### src/design/vdfw_map.vh
// Constants for the display FIFO write window: offsets, modes and pacing.
// Assumes window offsets are byte addresses relative to the window base.
`ifndef VDFW_MAP_VH
`define VDFW_MAP_VH

// Window geometry.
`define VDFW_ADDR_W        8
`define VDFW_DATA_W        32
`define VDFW_NUM_CH        3

// Destination offsets; both luma locations share one offset.
`define VDFW_LUMA_DEST_A   8'h20
`define VDFW_LUMA_DEST_B   8'h20
`define VDFW_BLUE_DEST     8'h28
`define VDFW_RED_DEST      8'h30

// Channel indices.
`define VDFW_CH_LUMA       2'h0
`define VDFW_CH_BLUE       2'h1
`define VDFW_CH_RED        2'h2

// Display modes.
`define VDFW_MODE_BT656    2'h0
`define VDFW_MODE_YC       2'h1
`define VDFW_MODE_RAW      2'h2

// FIFO shape and request pacing.
`define VDFW_FIFO_DEPTH    8
`define VDFW_LEVEL_W       4
`define VDFW_BURST         4'h4
`define VDFW_BURST_LAST    3'h3
// Highest fill level at which a whole burst still fits.
`define VDFW_REQ_LEVEL     4'h4

// Value returned on any read of the window.
`define VDFW_READ_VALUE    32'h0000_0000

`endif

### src/design/vdfw_write_port.v
// Display FIFO write window: decodes DMA writes into luma, blue- and
// red-difference FIFOs and raises the DMA request events that pace them.
// Assumes the DMA agent holds a request until the window acknowledges it.
`timescale 1ns/1ps
`include "vdfw_map.vh"

// Overview of operation
// - In component modes, three DMA channels each fill their own FIFO through their own destination.
// - Each FIFO has its own request event, and its transfers start only on that event.
// - In raw mode one DMA channel writes through the luma destination into the luma FIFO only.
// - In raw mode only the luma request event paces transfers; chroma events stay quiet.
// - The blue-difference destination feeds its FIFO in component modes and does nothing in raw mode.
// - The red-difference destination feeds its FIFO in component modes and does nothing in raw mode.
// - The destinations are write-only targets.
// - A read of any destination returns a fixed value and changes no FIFO state.
// - Destinations decode as window base plus 20h for luma, 28h for blue, 30h for red.
// - Luma destinations A and B both sit at offset 20h and reach the same FIFO.
module vdfw_write_port (
    // Clock and reset
    input  wire        clk,
    input  wire        rst_n,

    // Display control
    input  wire [1:0]  disp_mode,
    input  wire        disp_enable,
    input  wire        disp_flush,

    // DMA write window
    input  wire        win_sel,
    input  wire        win_we,
    input  wire [7:0]  win_addr,
    input  wire [31:0] win_wdata,
    output wire        win_ack,
    output wire [31:0] win_rdata,

    // DMA request events
    output wire        luma_dma_request,
    output wire        blue_diff_dma_request,
    output wire        red_diff_dma_request,

    // Luma FIFO drain
    output wire        luma_out_valid,
    input  wire        luma_out_ready,
    output wire [31:0] luma_out_data,

    // Blue-difference FIFO drain
    output wire        blue_out_valid,
    input  wire        blue_out_ready,
    output wire [31:0] blue_out_data,

    // Red-difference FIFO drain
    output wire        red_out_valid,
    input  wire        red_out_ready,
    output wire [31:0] red_out_data,

    // Status
    output wire [3:0]  luma_level,
    output wire [3:0]  blue_level,
    output wire [3:0]  red_level,
    output wire        discard_seen
);

    // Mode decode.
    wire        raw_mode;
    wire [2:0]  ch_active;

    // Address decode.
    wire        hit_luma;
    wire        hit_blue;
    wire        hit_red;
    wire [2:0]  hit;
    wire        wr_req;
    wire        rd_req;
    wire        wr_mapped;
    wire        wr_discard;
    wire        wr_ok;

    // Per-channel FIFO wiring.
    wire [2:0]  fifo_in_valid;
    wire [2:0]  fifo_in_ready;
    wire [2:0]  fifo_out_valid;
    wire [2:0]  fifo_out_ready;
    wire [95:0] fifo_out_data;
    wire [11:0] fifo_level;
    wire [2:0]  ch_req;

    // Read answer and sticky status.
    reg         rd_ack_reg;
    reg         rd_ack_next;
    reg  [31:0] rdata_reg;
    reg  [31:0] rdata_next;
    reg         discard_reg;
    reg         discard_next;

    assign raw_mode = (disp_mode == `VDFW_MODE_RAW);

    // Chroma channels stand idle in raw mode.
    assign ch_active[0] = disp_enable;
    assign ch_active[1] = disp_enable & ~raw_mode;
    assign ch_active[2] = disp_enable & ~raw_mode;

    // Luma A and B share one offset and therefore one decode term.
    assign hit_luma = (win_addr == `VDFW_LUMA_DEST_A) |
                      (win_addr == `VDFW_LUMA_DEST_B);
    assign hit_blue = (win_addr == `VDFW_BLUE_DEST);
    assign hit_red  = (win_addr == `VDFW_RED_DEST);
    assign hit      = {hit_red, hit_blue, hit_luma};

    assign wr_req = win_sel & win_we;
    assign rd_req = win_sel & ~win_we;

    // A write lands only in a channel that the mode leaves active.
    assign wr_mapped  = |(hit & ch_active);
    assign wr_discard = wr_req & ~wr_mapped;

    // Writes to a full FIFO stall the DMA agent until room appears.
    assign wr_ok = wr_discard | (|(hit & ch_active & fifo_in_ready));

    assign fifo_in_valid = {3{wr_req}} & hit & ch_active;

    // Writes answer in the cycle taken; reads answer one cycle later.
    // The read answer only qualifies a read still on the window, so a
    // write that follows a read at once waits for room in its own FIFO.
    assign win_ack   = (wr_req & wr_ok) | (rd_req & rd_ack_reg);
    assign win_rdata = rdata_reg;

    // Request states of each channel, one-hot.
    localparam [2:0] ST_IDLE  = 3'b001;
    localparam [2:0] ST_WAIT  = 3'b010;
    localparam [2:0] ST_BURST = 3'b100;

    genvar ch;
    generate
        for (ch = 0; ch < `VDFW_NUM_CH; ch = ch + 1)
        begin : g_ch
            reg [2:0] state_reg;
            reg [2:0] state_next;
            reg [2:0] burst_reg;
            reg [2:0] burst_next;
            reg       pulse_reg;
            reg       pulse_next;
            wire      take;
            wire      room;
            wire      halt;

            vdfw_fifo #(
                .WIDTH (`VDFW_DATA_W),
                .DEPTH (`VDFW_FIFO_DEPTH),
                .AW    (3),
                .LW    (`VDFW_LEVEL_W)
            ) u_fifo (
                .clk       (clk),
                .rst_n     (rst_n),
                .flush     (disp_flush),
                .in_valid  (fifo_in_valid[ch]),
                .in_ready  (fifo_in_ready[ch]),
                .in_data   (win_wdata),
                .out_valid (fifo_out_valid[ch]),
                .out_ready (fifo_out_ready[ch]),
                .out_data  (fifo_out_data[ch*32 +: 32]),
                .level     (fifo_level[ch*4 +: 4])
            );

            assign take = fifo_in_valid[ch] & fifo_in_ready[ch];
            assign halt = ~ch_active[ch] | disp_flush;

            // A request is raised only while a whole burst still fits.
            assign room = (fifo_level[ch*4 +: 4] <= `VDFW_REQ_LEVEL);

            always @*
            begin
                state_next = state_reg;
                burst_next = burst_reg;
                pulse_next = 1'b0;
                case (state_reg)
                    ST_IDLE:
                    begin
                        // Channel off or flushed: nothing may be requested.
                        burst_next = 3'h0;
                        if (!halt)
                        begin
                            if (room)
                            begin
                                state_next = ST_BURST;
                                pulse_next = 1'b1;
                            end
                            else
                            begin
                                state_next = ST_WAIT;
                            end
                        end
                    end
                    ST_WAIT:
                    begin
                        // Active but too full for another burst.
                        burst_next = 3'h0;
                        if (halt)
                        begin
                            state_next = ST_IDLE;
                        end
                        else if (room)
                        begin
                            state_next = ST_BURST;
                            pulse_next = 1'b1;
                        end
                    end
                    ST_BURST:
                    begin
                        // Counts the words of the burst that was asked for.
                        if (halt)
                        begin
                            state_next = ST_IDLE;
                            burst_next = 3'h0;
                        end
                        else if (take)
                        begin
                            if (burst_reg == `VDFW_BURST_LAST)
                            begin
                                state_next = ST_WAIT;
                                burst_next = 3'h0;
                            end
                            else
                            begin
                                burst_next = burst_reg + 3'h1;
                            end
                        end
                    end
                    default:
                    begin
                        state_next = ST_IDLE;
                        burst_next = 3'h0;
                    end
                endcase
            end

            always @(posedge clk or negedge rst_n)
            begin
                if (!rst_n)
                begin
                    state_reg <= ST_IDLE;
                    burst_reg <= 3'h0;
                end
                else
                begin
                    state_reg <= state_next;
                    burst_reg <= burst_next;
                end
            end

            // The event leaves from its own flop so it is one clean cycle.
            always @(posedge clk or negedge rst_n)
            begin
                if (!rst_n)
                begin
                    pulse_reg <= 1'b0;
                end
                else
                begin
                    pulse_reg <= pulse_next;
                end
            end

            // Chroma events never fire while raw mode holds them idle.
            assign ch_req[ch] = pulse_reg & ch_active[ch];
        end
    endgenerate

    assign luma_dma_request      = ch_req[0];
    assign blue_diff_dma_request = ch_req[1];
    assign red_diff_dma_request  = ch_req[2];

    // Each FIFO drains straight to its own port group.
    assign fifo_out_ready = {red_out_ready, blue_out_ready, luma_out_ready};

    assign luma_out_valid = fifo_out_valid[0];
    assign blue_out_valid = fifo_out_valid[1];
    assign red_out_valid  = fifo_out_valid[2];
    assign luma_out_data  = fifo_out_data[31:0];
    assign blue_out_data  = fifo_out_data[63:32];
    assign red_out_data   = fifo_out_data[95:64];

    // Fill levels go out as they stand in each FIFO's counter.
    assign luma_level = fifo_level[3:0];
    assign blue_level = fifo_level[7:4];
    assign red_level  = fifo_level[11:8];

    // Reads touch nothing but the answer flops; FIFO state is untouched.
    always @*
    begin
        rd_ack_next = 1'b0;
        rdata_next  = rdata_reg;
        if (rd_req && !rd_ack_reg)
        begin
            rd_ack_next = 1'b1;
            rdata_next  = `VDFW_READ_VALUE;
        end
    end

    // Sticky flag for writes dropped by mode, display enable or address; flush clears it.
    always @*
    begin
        discard_next = discard_reg;
        if (disp_flush)
        begin
            discard_next = 1'b0;
        end
        if (wr_discard)
        begin
            discard_next = 1'b1;
        end
    end

    always @(posedge clk or negedge rst_n)
    begin
        if (!rst_n)
        begin
            rd_ack_reg <= 1'b0;
        end
        else
        begin
            rd_ack_reg <= rd_ack_next;
        end
    end

    always @(posedge clk or negedge rst_n)
    begin
        if (!rst_n)
        begin
            rdata_reg <= `VDFW_READ_VALUE;
        end
        else
        begin
            rdata_reg <= rdata_next;
        end
    end

    always @(posedge clk or negedge rst_n)
    begin
        if (!rst_n)
        begin
            discard_reg <= 1'b0;
        end
        else
        begin
            discard_reg <= discard_next;
        end
    end

    assign discard_seen = discard_reg;

endmodule // vdfw_write_port

### src/design/vdfw_fifo.v
// Synchronous FIFO with valid/ready on both sides and a fill level.
// Assumes one clock; flush empties it in one cycle.
`timescale 1ns/1ps

module vdfw_fifo #(
    parameter WIDTH = 32,
    parameter DEPTH = 8,
    parameter AW    = 3,
    parameter LW    = 4
)(
    // Clock and reset
    input  wire             clk,
    input  wire             rst_n,
    input  wire             flush,
    // Fill side
    input  wire             in_valid,
    output wire             in_ready,
    input  wire [WIDTH-1:0] in_data,
    // Drain side
    output wire             out_valid,
    input  wire             out_ready,
    output wire [WIDTH-1:0] out_data,
    // Status
    output wire [LW-1:0]    level
);

    reg [WIDTH-1:0] mem [0:DEPTH-1];
    reg [AW-1:0]    wr_ptr_reg;
    reg [AW-1:0]    rd_ptr_reg;
    reg [LW-1:0]    count_reg;
    wire            push;
    wire            pop;

    assign in_ready  = (count_reg != DEPTH[LW-1:0]);
    assign out_valid = (count_reg != {LW{1'b0}});
    assign push      = in_valid & in_ready;
    assign pop       = out_valid & out_ready;
    assign out_data  = mem[rd_ptr_reg];
    assign level     = count_reg;

    always @(posedge clk)
    begin
        if (push)
        begin
            mem[wr_ptr_reg] <= in_data;
        end
    end

    always @(posedge clk or negedge rst_n)
    begin
        if (!rst_n)
        begin
            wr_ptr_reg <= {AW{1'b0}};
            rd_ptr_reg <= {AW{1'b0}};
            count_reg  <= {LW{1'b0}};
        end
        else if (flush)
        begin
            wr_ptr_reg <= {AW{1'b0}};
            rd_ptr_reg <= {AW{1'b0}};
            count_reg  <= {LW{1'b0}};
        end
        else
        begin
            if (push)
            begin
                wr_ptr_reg <= wr_ptr_reg + {{(AW-1){1'b0}}, 1'b1};
            end
            if (pop)
            begin
                rd_ptr_reg <= rd_ptr_reg + {{(AW-1){1'b0}}, 1'b1};
            end
            if (push && !pop)
            begin
                count_reg <= count_reg + {{(LW-1){1'b0}}, 1'b1};
            end
            else if (pop && !push)
            begin
                count_reg <= count_reg - {{(LW-1){1'b0}}, 1'b1};
            end
        end
    end

endmodule // vdfw_fifo

### config.mk
export PLATFORM = sky130hd
export DESIGN_NAME = vdfw_write_port
export DESIGN_NICKNAME = d
export VERILOG_FILES = /design/src/design/vdfw_write_port.v /design/src/design/vdfw_fifo.v
export VERILOG_INCLUDE_DIRS = /design/src /design/src/design
export SDC_FILE = /design/constraint.sdc
export NUM_CORES = 1
export LEC_CHECK = 0
export BUFFER_PORTS_ARGS = -buffer_cell sky130_fd_sc_hd__buf_2
export CAP_MARGIN = 20
export CORE_UTILIZATION = 40
export DETAILED_ROUTE_END_ITERATION = 10
export HOLD_SLACK_MARGIN = 0.05
export PLACE_DENSITY_LB_ADDON = 0.08
export REMOVE_ABC_BUFFERS = 1
export SLEW_MARGIN = 20
export SYNTH_ARGS = -nofsm -noshare
export SYNTH_HDL_FRONTEND = slang
export SYNTH_HIERARCHICAL = 1
export SYNTH_SLANG_ARGS = --single-unit
### constraint.sdc
create_clock -name clk -period 3.8 [get_ports clk]
set_input_delay 0.19 -clock clk [delete_from_list [all_inputs] [get_ports clk]]
set_output_delay 0.19 -clock clk [all_outputs]
set_load 0.005 [all_outputs]
# After elaboration in Yosys (flattened, before gate mapping)

Memory sizes are Yosys's and may differ from the RTL's.
Index checks and enable logic that the tools add are counted.

Register bits: 53
Memory bits (writable): 768
Output and inout bits: 148
Memories kept: 3

$add $sub $neg: 15
$lt $le $gt $ge: 3
Equality and inequality tests: 31
Multiplexer cells: 75
Bitwise logic cells: 28
Reductions and logical operators: 35

Memory list:

| memory             | depth | width | read ports | clocked after memory_dff | wr ports | RTL line       | source |
|---|---|---|---|---|---|---|---|
| g_ch[0].u_fifo.mem | 8     | 32    | 1          | 0                        | 1        | vdfw_fifo.v:27 | `reg [WIDTH-1:0] mem [0:DEPTH-1];` |
| g_ch[1].u_fifo.mem | 8     | 32    | 1          | 0                        | 1        | vdfw_fifo.v:27 |  |
| g_ch[2].u_fifo.mem | 8     | 32    | 1          | 0                        | 1        | vdfw_fifo.v:27 |  |

Operators with widths:

| cell                                                                     | number |
|---|---|
| 3-bit 2-to-1 mux                                                         | 45 |
| 4-bit 2-to-1 mux                                                         | 9 |
| 3-bit by 1-bit adder with 3-bit output (second input constant)           | 9 |
| 3-bit one-hot mux with 3 select lines                                    | 3 |
| 8-bit by 6-bit equality test with 1-bit output (second input constant)   | 3 |
| 3-bit by 2-bit equality test with 1-bit output (second input constant)   | 6 |
| 1-bit 2-to-1 mux                                                         | 18 |
| 3-bit inequality test (second input constant)                            | 6 |
| 1-bit bitwise AND                                                        | 15 |
| 2-bit nonzero test                                                       | 7 |
| 4-bit by 1-bit adder with 4-bit output (second input constant)           | 3 |
| 3-bit bitwise AND                                                        | 4 |
| 4-bit by 3-bit <= comparator with 1-bit output (second input constant)   | 3 |
| 4-bit inequality test (second input constant)                            | 3 |
| 4-bit AND reduction                                                      | 3 |
| 4-bit nonzero test                                                       | 3 |
| 4-bit by 1-bit subtractor with 4-bit output (second input constant)      | 3 |
| 3-bit by 1-bit equality test with 1-bit output (second input constant)   | 3 |
| 3-bit equality test (second input constant)                              | 3 |
| 3-bit by 2-bit inequality test with 1-bit output (second input constant) | 3 |
| 3-bit nonzero test                                                       | 3 |
| 1-bit logical AND                                                        | 7 |
| 1-bit zero test                                                          | 7 |
| 2-bit inequality test (second input constant)                            | 3 |
| other kinds (5)                                                          | 15 |

# Depth between registers and ports, before layout

Gate-level depths: netlist of the first run.

Depth in word-level cells: 10
Gate-level depth with buffers: 13
Gate-level depth less buffers: 12

# By module

The synthesis of the first run kept the hierarchy.

Modules (own cells, without submodules):

| module                      | instances | cells an instance | area an instance (sq um) | seq. area each (sq um) |
|---|---|---|---|---|
| vdfw_fifo at g_ch[2].u_fifo | 1         | 443               | 10348.7                  | 7937.6 |
| vdfw_fifo at g_ch[1].u_fifo | 1         | 443               | 10263.6                  | 7937.6 |
| vdfw_fifo at g_ch[0].u_fifo | 1         | 443               | 10257.3                  | 7937.6 |
| vdfw_write_port             | 1         | 170               | 1520.2                   | 579.3 |

# Least setup slack after synthesis of the first run

No wires, ideal clock.

Path type: input port to flip-flop
Start point: in win_addr[2]
End point: mem g_ch[1].u_fifo.mem[0][0], enable pin
Data arrival time: 4.399 ns
Slack: -1.060 ns
Stages: 7
Buffers on the path: 1
Cell sequence: or4b_4 > or3_4 > clkbuf_1 > nor4_1 > nand2_1 > or2_2 > nor3_1

Cells in the longest elaborated chain, start to end: 6

RTL lines:

| what                                                     | RTL line              | source |
|---|---|---|
| from (decl)                                              | vdfw_write_port.v:31  | `input wire [7:0] win_addr,` |
| 8-bit by 6-bit equality test with 1-bit output (no line) | n/a                   |  |
| 3-bit bitwise AND (2 in series)                          | vdfw_write_port.v:119 | `assign fifo_in_valid = {3{wr_req}} & hit & ch_active;` |
| via fifo_in_valid[1]                                     | vdfw_write_port.v:79  | `wire [2:0] fifo_in_valid;` |
| 1-bit bitwise AND                                        | vdfw_fifo.v:36        | `assign push = in_valid & in_ready;` |
| 1-bit 2-to-1 mux                                         | vdfw_fifo.v:43        | `if (push)` |
| 1-bit 2-to-1 mux (implied by the code)                   | vdfw_fifo.v:45        | `mem[wr_ptr_reg] <= in_data;` |
| to (decl)                                                | vdfw_fifo.v:27        |  |

The timed path passes the listed nets, and every way through them passes these cells.

# Worst setup path after layout of the first run

Start point: in win_addr[7]
End point: reg g_ch[1].u_fifo.count_reg[3]

Cells in the longest elaborated chain, start to end: 7
Elaborated cells on any way between the ends: 10
Those cells by class: eq/ne: 1; mux: 2; bitwise: 3; reduce/logical: 4

RTL lines:

| what                                                          | RTL line                       | source |
|---|---|---|
| 8-bit by 6-bit equality test with 1-bit output (no line) *    | n/a                            |  |
| 3-bit bitwise AND * (2 in series)                             | vdfw_write_port.v:119          |  |
| via fifo_in_valid[1]                                          | vdfw_write_port.v:79           |  |
| 1-bit bitwise AND *                                           | vdfw_fifo.v:36                 |  |
| 1-bit logical AND / 1-bit zero test (equally long branches)   | vdfw_fifo.v:73, vdfw_fifo.v:77 |  |
| 4-bit 2-to-1 mux / 1-bit logical AND (equally long branches)  | vdfw_fifo.v:73, vdfw_fifo.v:77 |  |
| 4-bit 2-to-1 mux / 3-bit nonzero test (equally long branches) | n/a                            |  |
| to (signal assigned)                                          | vdfw_fifo.v:55                 | `count_reg <= {LW{1'b0}};` |
| to (signal assigned)                                          | vdfw_fifo.v:61                 | `count_reg <= {LW{1'b0}};` |
| to (signal assigned)                                          | vdfw_fifo.v:75                 | `count_reg <= count_reg + {{(LW-1){1'b0}}, 1'b1};` |
| to (decl)                                                     | vdfw_fifo.v:30                 | `reg [LW-1:0] count_reg;` |

The timed path passes the listed nets; every way through them passes the cells marked *.
A chain may end at the register's enable or synchronous reset.

==> metrics.md, run 1 <==
| Metric | Value |
|---|---|
| Nature of the critical path endpoint | flip-flop |
| Most common cell after layout, fill and taps aside | edfxtp_1 |
| Worst vdd rail ir drop | roughly 0.00036 V |
| CP Data Arrival Time | a little under 4 ns |
| First-pass iteration count of the detailed router | 5 |
| Post-route worst setup slack | 0.360 ns |
| Dominant register cell in the synthesized netlist | edfxtp_1 |
| Starting DRC count in detailed routing | approximately 1000 |
| Congestion Overflow GR | 0 |
| Shortest period the worst path allows | approximately 3.4 ns |
| CTS Root Buffer Type | clkbuf_16 |
| Post-route ant nets | 0 |
| Die height | 287 um |
| Commonest cells after routing, fill and taps aside | edfxtp_1 (768), buf_2 (166), mux4_2 (153) |
| Synthesized area per cell | 21.6 um^2 |
| Max H-tree Level | 3 |
| Average detailed-routed wire length per instance | 25.2 um |
| Count of cell types in the netlist | between 50 and 60 |
| Hold buffer count at cts | between 40 and 50 |
| Mapped Cells | approximately 1500 |
| Launch point of the critical path | win_addr[7] |
| Share of flip-flops with an asynchronous set or reset after synthesis | between 6 and 7% |
| Routed WL | between 70000 and 80000 um |
| Clock edge transition at the registers on the reported setup and hold paths | roughly 0.060 ns |
| HPWL after DPL | between 40000 and 50000 um |
| Postcts setup bufs | 0 |
| Slew of the pin with the lowest slew margin | about 0.9 ns |
| Initial antenna violation count | 1 |
| Total number of clock tree sinks | 821 |
| Cell area power density | approximately 570 mW/mm^2 |
| Max transition margin | 39.9% |
| Total power of the final layout | around 22000 uW |
| Area taken by multi-input logic gates | about 0.0075 mm^2 |
| Worst hold start | win_addr[4] |
| Max-cap check violation count | 0 |
| Status | complete, no violations |
| Delay contributed by the slowest stage of the critical path | between 0.5 and 0.6 ns |
| TNS Setup | 0 ns |
| Global-route wire length before repair | between 100000 and 150000 um |
| Hold Fails Final Rpt | 0 |
| EDFF count, synth | ~770 |
| Effective utilization at floorplan | between 40% and 50% |
| Final weighted congestion in routability-driven placement | roughly 0.75 |
| Max-slew violation total from the final report | 0 |
| Vias in the first global route | 16088 |
| Die width | roughly 290 um |
| Share of the clock period used by the worst path | between 90 and 100% |
| Max FFs per register | roughly 770 |
| Post-place setup slack | 0.290 ns |
| Post-cts gate resize count | 0 |
| Final setup vio count | 0 |
| Diode insertion count for antenna repair | 0 |
| Unrepaired setup endpoints after global routing | false |
| Layout Skew | about 0.021 ns |
| Leakage power | 0.0125 uW |
| Worst-skew pair later-pin latency | 0.64 ns |
| Synthesis-to-finish area growth | 17.7% |
| Number of non-filler instances in the completed layout | slightly below 3000 |
| Largest reg by FF count | g_ch.u_fifo/mem |
| Combined flip-flop and latch cell area | about 0.024 mm^2 |
| Worst endpoint required time | around 4.3 ns |
| Register bit count reported by yosys | 821 |
| Maximum buffer depth of the clock tree | 3 |
| CTS buffer count | 89 |
| Core Footprint | 0.0795 mm^2 |
| Worst hold slack across all endpoints | around 0.11 ns |
| Filler cell count in the final layout | between 6000 and 7000 |
| Achievable Freq | around 290 MHz |
| I/O pin cnt | around 200 |
| Global-route total usage across every layer | between 10% and 20% |
| Post-synth design cell area | around 0.032 mm^2 |
| Element type at the critical path start | input port |
| Cell chain of the critical path | dlygate4sd3_1, buf_2, or4b_4, or3_4, nor4_1, buf_4, nand2_1, inv_1, ha_1, inv_1, ha_1, a21oi_1, a211oi_1, a31oi_1, mux2_2 |
| Buffers added on ports | 166 |
| Reg2Reg Launch Point | g_ch[0].u_fifo/level[0] |
| Min-Delay Path Class | input port to flip-flop |
| Proportion of synthesized chip area in sequential cells | about 75% |
| Placed Instances | around 2700 |
| Share of cells above drive strength 1 | 34.1% |
| Highest-delay cell along the critical path | dlygate4sd3_1 |
| DRC violations left | 0 |
| Crit Path Class | input port to flip-flop |
| Number of nets in the finished design | ~1900 |
| Rows | roughly 100 |
| Maximum number of pins on one net before global-route repair | 40 |
| Via count | 15390 |
| Top fanout value on the critical path | 13 |
| Ratio of routed vias to standard cells | roughly 5.3 |
| TritonCTS clock tree | built |
| Yosys warning total | 6 |
| Die area | roughly 0.08 mm^2 |
==> cell type report <==
| class | count | share of cell area (%) |
|---|---|---|
| sequential | 821 | 64.0 |
| multi-input combinational | 595 | 19.8 |
| clock buffer | 117 | 6.28 |
| timing repair buffer | 264 | 5.12 |
| tap | 1050 | 3.45 |
| clock inverter | 48 | 1.17 |
| inverter | 16 | 0.158 |
==> worst max-delay path: cells and delay by family <==
family	cells	cell delay [ns]
compound gates	3	0.45
mux	1	0.34
buf+inv	5	1.03
fa+ha+maj	2	0.55
simple gates	4	1.37
==> metal layers <==
layer / global-route usage, % / part of all wire, % / up-vias
met2: 28.8 / 48 / 283
met5: 0 / 0.018 / -
met3: 3.47 / 4.0 / 97
met1: 25.5 / 46 / 8278
met4: 4.45 / 1.9 / 2
li1: - / - / 6730
==> per-stage QoR <==
stage | area, um^2 | util, %
4_1_cts | 38100 | 48.0
3_5_place_dp | 34800 | 43.8
6_report | 38100 | 48.0
3_3_place_gp | 34800 | 43.8
5_1_grt | 38100 | 48.0
2_1_floorplan | 31800 | -
==> cells by family (layout without fill, tap and decap cells) <==
family | Yosys count | in the layout | share of synthesized area (%)
AO/OA/AOI/OAI | 54 | 54 | 0.943
XOR/XNOR | 18 | 18 | 0.487
adder cells (fa/ha/maj) | 22 | 22 | 0.912
buffers and inverters | 114 | 445 | 2.26
flip-flops | 821 | 821 | 75.3
multiplexers | 292 | 292 | 17.3
other | 1 | 32 | 0.0116
AND/OR/NAND/NOR | 177 | 177 | 2.80
==> Yosys cell counts, types with 6 or more instances <==
cell        n  area [um^2]
a21oi_1    27          135
buf_1       6         22.5
buf_2      19         95.1
buf_4      32          240
buf_6      14          158
clkbuf_1   23         86.3
dfrtp_1    50         1250
edfxtp_1  768        23100
ha_1       18          225
inv_1      16         60.1
mux2_2     99         1110
mux4_1     39         1020
mux4_2    153         3450
nand2_1    26         97.6
nand2b_1    9         56.3
nand3_1    25          125
nor2_1     60          225
nor2b_1     8         50.1
nor3_1      8         40.0
o21ai_0    12         60.1
xor2_1     15          131
==> final timing paths <==
kind                                                endpoint  depth (start not counted)  slack [ns]
worst min register to register          g_ch[2].burst_reg[2]                          2        0.51
min in group asynchronous            g_ch[0].u_fifo/level[0]                          2        0.12
max in group asynchronous               g_ch[2].state_reg[0]                          3        2.82
worst max register to register       g_ch[0].u_fifo/level[3]                         10        0.85
worst max-delay path                 g_ch[1].u_fifo/level[3]                         15        0.36
worst min-delay path            g_ch[1].u_fifo/wr_ptr_reg[1]                          5        0.11
==> power by group <==
group | switching (uW) | internal [uW]
registers | 250 | 9980
logic | 1470 | 1630
clock network | 3480 | 4930
(Power assumes the default switching activity.)
==> inputs of run 2 (changes only) <==
- GPL_TIMING_DRIVEN: unset -> 0
- REMOVE_ABC_BUFFERS: 1 -> unset
==> run 2 against run 1 <==
Hold slack worse by 0.047 ns. Sequential power about the same. Critical path depth stayed put. Critical endpoint unchanged. Largest cell class unchanged.
==> metrics.md, run 2 (synthesis gave the netlist of run 1 again) <==
| Metric | Value |
|---|---|
| Status | complete, no violations |
| Nature of the critical path endpoint | flip-flop |
| Ratio of routed vias to standard cells | between 5 and 6 |
| Commonest cells after routing, fill and taps aside | edfxtp_1 (768), buf_2 (184), mux4_2 (153) |
| Worst endpoint required time | 4.31 ns |
| Final weighted congestion in routability-driven placement | ~0.73 |
| Max FFs per register | between 700 and 800 |
| DRC violations left | 0 |
| Die area | between 0.08 and 0.09 mm^2 |
| Cell area power density | roughly 560 mW/mm^2 |
| Routed WL | a little over 70000 um |
| CTS buffer count | between 80 and 90 |
| Min-Delay Path Class | input port to flip-flop |
| Top fanout value on the critical path | 10 |
| Maximum buffer depth of the clock tree | 3 |
| Core Footprint | roughly 0.08 mm^2 |
| Worst hold slack across all endpoints | ~0.061 ns |
| Die height | between 200 and 300 um |
| Initial antenna violation count | 0 |
| Final design area excluding fillers | 0.0389 mm^2 |
| Post-route worst setup slack | about 0.34 ns |
| Area after DPL | approximately 0.036 mm^2 |
| Placed Instances | around 2800 |
| Starting DRC count in detailed routing | 1023 |
| Share of cells above drive strength 1 | between 30% and 40% |
| I/O pin cnt | 199 |
| Hold Fails Final Rpt | 0 |
| TritonCTS clock tree | built |
| Die width | about 290 um |
| Max-slew violation total from the final report | 0 |
| Via count | around 16000 |
| First-pass iteration count of the detailed router | 5 |
| Most common cell after layout, fill and taps aside | edfxtp_1 |
| Maximum number of pins on one net before global-route repair | 54 |
| Worst-skew pair later-pin latency | 0.63 ns |
| Synthesis-to-finish area growth | 20.2% |
| Slew of the pin with the lowest slew margin | 0.913 ns |
| Unrepaired setup endpoints after global routing | false |
| Leakage power | 0.0129 uW |
| Congestion Overflow GR | 0 |
| Clock edge transition at the registers on the reported setup and hold paths | roughly 0.06 ns |
| CP Data Arrival Time | slightly below 4 ns |
| Element type at the critical path start | input port |
| Max transition margin | between 30% and 40% |
| Number of nets in the finished design | a little under 2000 |
| HPWL after DPL | around 47000 um |
| Global-route total usage across every layer | 18.0% |
| Number of non-filler instances in the completed layout | 2996 |
| Post-place setup slack | -0.563 ns |
| Final setup vio count | 0 |
| Largest reg by FF count | g_ch.u_fifo/mem |
| Max-cap check violation count | 0 |
| Buffers added on ports | between 150 and 200 |
| Crit Path Class | input port to flip-flop |
| Vias in the first global route | 16604 |
| Worst vdd rail ir drop | around 0.00031 V |
| Achievable Freq | just under 300 MHz |
| Layout Skew | ~0.013 ns |
| Total number of clock tree sinks | 821 |
| Share of the clock period used by the worst path | around 91% |
| Global-route wire length before repair | about 110000 um |
| Max H-tree Level | 3 |
| CTS Root Buffer Type | clkbuf_16 |
| Post-route ant nets | 0 |
| Average detailed-routed wire length per instance | between 20 and 25 um |
| Diode insertion count for antenna repair | 0 |
| Shortest period the worst path allows | roughly 3.5 ns |
| Rows | roughly 100 |
| Effective utilization at floorplan | roughly two fifths |
==> run 2: changes by cell type in the layout (fill, tap and decap cells not counted), sizes merged <==
cell	before	now
bufinv	7	6
clkinv	36	40
clkinvlp	2	1
buf	215	281
clkbuf	117	134
==> run 2: per-stage QoR <==
stage / utilization (%) / total power [uW] / TNS (ns)
2_1_floorplan: - / 12500 / -37.86
3_3_place_gp: 43.6 / 13700 / -1521.52
3_5_place_dp: 44.9 / 13800 / -101.84
4_1_cts: 49.0 / 22100 / 0
5_1_grt: 49.0 / 22600 / 0
6_report: 49.0 / 21700 / 0
==> run 2: power breakdown <==
| part | internal [uW] | switching [uW] | leakage [uW] |
|---|---|---|---|
| Clock | 4730 | 3440 | 0.00135 |
| Sequential | 9970 | 114 | 0.00762 |
| Combinational | 1750 | 1710 | 0.00389 |
| Total | 16500 | 5260 | 0.0129 |
==> run 2: critical path: stages <==
cell and delay [ns]:
dlygate4sd3_1 0.53, buf_2 0.12, nand2_1 0.12, or3_4 0.37
clkbuf_1 0.24, nor4_2 0.57, nand2_1 0.21, inv_1 0.10
ha_1 0.23, inv_1 0.11, ha_1 0.35, a21oi_1 0.20
a211oi_1 0.11, a31oi_1 0.17, mux2_2 0.35
==> run 2: worst paths after layout <==
check,slack [ns],end,cells after the start,from
worst max-delay path,0.34,g_ch[1].u_fifo/level[3],15,win_we
worst min-delay path,0.06,g_ch[0].u_fifo/wr_ptr_reg[1],5,win_addr[0]
worst min register to register,0.52,g_ch[2].burst_reg[2],2,g_ch[2].burst_reg[2]
max in group asynchronous,3.12,g_ch[2].u_fifo/wr_ptr_reg[1],2,rst_n
worst max register to register,0.86,g_ch[1].u_fifo/level[3],9,g_ch[1].u_fifo/level[0]
min in group asynchronous,0.16,g_ch[1].u_fifo/level[0],2,rst_n
==> run 2: cell type report <==
cell class / instances / area, um^2
Buffer: 98 / 672
Timing Repair Buffer: 255 / 2160
Clock buffer: 111 / 2320
Inverter: 16 / 60.1
Tap cell: 1050 / 1310
Multi-Input combinational cell: 595 / 7600
Sequential cell: 821 / 24400
Fill cell: 6460 / 40600
Clock inverter: 50 / 433
==> run 2: repair_timing <==
| action | 4_1_cts | 5_1_grt |
|---|---|---|
| buffers inserted | 0 | 0 |
| endpoints found under the hold margin | 789 | 0 |
| gates resized for setup | 0 | 2 |
| hold buffers | 49 | 0 |
| endpoints found under the setup margin | 0 | 94 |
==> run 2: routing by layer <==
layer | up-vias | track usage [%] | part of all wire, %
met5 | - | 0 | 0
met4 | 0 | 4.49 | 1.5
met3 | 80 | 3.08 | 4.2
met2 | 317 | 30.5 | 50
met1 | 8315 | 24.1 | 44
li1 | 6897 | - | -
==> inputs of run 3 (changes only) <==
- RECOVER_POWER: unset -> 100
==> run 3 against run 2 <==
Global-route usage unchanged. The run now ends with max-capacitance violations, max-slew violations left. Critical path type unchanged. Wire length increased by 0.32%. First-iteration DRC count increased by 0.39%. Combinational power decreased by 2%.
==> metrics.md, run 3 (synthesis gave the netlist of run 1 again) <==
| Metric | Value |
|---|---|
| Status | finished, violations left |
| Failing checks | max-capacitance violations, max-slew violations |
| Final setup vio count | 0 |
| TritonCTS clock tree | built |
| Worst hold slack across all endpoints | 0.0612 ns |
| Buffers added on ports | 166 |
| Top fanout value on the critical path | 18 |
| Delay contributed by the slowest stage of the critical path | 0.99 ns |
| Worst endpoint required time | a little over 4 ns |
| Final design area excluding fillers | 0.0384 mm^2 |
| Achievable Freq | 275 MHz |
| Share of cells above drive strength 1 | 27.9% |
| Combined flip-flop and latch cell area | around 0.024 mm^2 |
| CTS buffer count | between 80 and 90 |
| Average detailed-routed wire length per instance | between 20 and 25 um |
| HPWL after DPL | ~47000 um |
| Via count | 15583 |
| Slew of the pin with the lowest slew margin | approximately 3.2 ns |
| Die width | between 200 and 300 um |
| Number of nets in the finished design | 1946 |
| Area taken by multi-input logic gates | ~0.0075 mm^2 |
| Synthesis-to-finish area growth | 18.7% |
| Total number of clock tree sinks | 821 |
| Unrepaired setup endpoints after global routing | false |
| Filler cell count in the final layout | ~6500 |
| Die height | 287 um |
| Diode insertion count for antenna repair | 0 |
| Die area | approximately 0.082 mm^2 |
| I/O pin cnt | approximately 200 |
| Top delay family on crit path | simple AND/OR/NAND/NOR gates |
| Area after DPL | around 0.036 mm^2 |
| CTS Root Buffer Type | clkbuf_16 |
| Post-Route Utilization | slightly below 50% |
| Post-route ant nets | 0 |
| Maximum number of pins on one net before global-route repair | 54 |
| CP Data Arrival Time | 3.96 ns |
| Global-route wire length before repair | around 110000 um |
| Starting DRC count in detailed routing | 1027 |
| CP bufs+invs | 3 |
| Max-cap check violation count | 1 |
| Worst vdd rail ir drop | 0.000312 V |
| Effective utilization at floorplan | about two fifths |
| Core Footprint | just under 0.08 mm^2 |
| Nature of the critical path endpoint | flip-flop |
| Crit Path Class | input port to flip-flop |
| Most common cell after layout, fill and taps aside | edfxtp_1 |
| Rows | between 100 and 150 |
| Shortest period the worst path allows | between 3 and 4 ns |
| Maximum buffer depth of the clock tree | 3 |
| First-pass iteration count of the detailed router | 5 |
| Postcts setup bufs | 0 |
| Hold Fails Final Rpt | 0 |
| DRC violations left | 0 |
| Max transition margin | -113% |
| Vias in the first global route | about 17000 |
| Worst-skew pair later-pin latency | roughly 0.63 ns |
| Cell area power density | 563 mW/mm^2 |
| Largest reg by FF count | g_ch.u_fifo/mem |
| Cell chain of the critical path | buf_2, or4b_1, dlygate4sd3_1, nor4_2, nand2_1, or2_0, nor2_2, buf_12 |
| Initial antenna violation count | 0 |
| Leakage power | about 0.013 uW |
| Min-Delay Path Class | input port to flip-flop |
| Max-slew violation total from the final report | 54 |
| Ratio of routed vias to standard cells | 5.20 |
| Congestion Overflow GR | 0 |
| Max FFs per register | between 700 and 800 |
| Share of the clock period used by the worst path | a little over nine tenths |
| Global-route total usage across every layer | around 18% |
| Layout Skew | about 0.013 ns |
| Max H-tree Level | 3 |
| Highest-delay cell along the critical path | nor2_2 |
| Final weighted congestion in routability-driven placement | ~0.73 |
| Routed WL | 72900 um |
| Element type at the critical path start | input port |
| Worst reg2reg setup slack | about 0.77 ns |
| Commonest cells after routing, fill and taps aside | edfxtp_1 (768), mux4_2 (153), clkbuf_1 (136) |
| Clock edge transition at the registers on the reported setup and hold paths | about 0.060 ns |
[run 3: cell count changes in the layout (fill, tap and decap cells not counted), moves of 45 or more]
cell      delta
mux2_2      -45
clkbuf_1    +93
buf_2       -88
mux2_1      +45
[run 3: area by class of cell]
cell class | count | area share (%)
Clock buffer | 111 | 6.03
Multi-Input combinational cell | 595 | 19.5
Sequential cell | 821 | 63.4
Clock inverter | 50 | 1.13
Tap cell | 1050 | 3.42
Timing Repair Buffer | 255 | 4.61
Buffer | 98 | 1.70
Inverter | 16 | 0.156
[run 3: routing by layer]
metal	wire [um]	global-route usage (%)
met5	0	0
met1	32100	24.1
met2	36700	30.5
met4	1150	4.49
met3	3080	3.08
[run 3: worst min-delay path, delay by kind of cell]
| kind | cells | cell delay [ns] |
|---|---|---|
| buffers and inverters | 1 | 0.07 |
| and+or+nand+nor | 3 | 0.33 |
| AOI/OAI and AO/OA | 1 | 0.05 |
[run 3: through the flow]
stage	instances	setup TNS, ns	setup WS [ns]	power, uW
4_1_cts	2996	0	0.0568	22100
5_1_grt	2996	0	0.0220	22600
3_3_place_gp	2746	-1521.52	-2.69	13700
3_5_place_dp	2786	-101.84	-0.563	13800
6_report	2996	0	0.164	21700
2_1_floorplan	1530	-37.86	-0.197	12500
[run 3: worst paths after layout]
check,startpoint,end,cells past startpoint
setup / recovery,win_addr[2],g_ch[0].u_fifo/mem[6][16],8
hold / removal,win_addr[0],g_ch[0].u_fifo/wr_ptr_reg[1],5
setup reg to reg,g_ch[0].u_fifo/level[1],g_ch[0].u_fifo/mem[6][16],6
hold reg to reg,g_ch[2].burst_reg[2],g_ch[2].burst_reg[2],2
max in group asynchronous,rst_n,g_ch[2].u_fifo/wr_ptr_reg[1],2
min in group asynchronous,rst_n,g_ch[1].u_fifo/level[0],2
[run 3: power by group]
group	switching (uW)	internal, uW
sequential	115	9980
combinational	1710	1680
clock	3440	4730
[run 3: repair_timing]
action | in CTS | in global routing
resized for setup | 0 | 2
setup endpoints to repair | 0 | 94
hold buffers | 49 | 0
hold endpoints to repair | 789 | 0
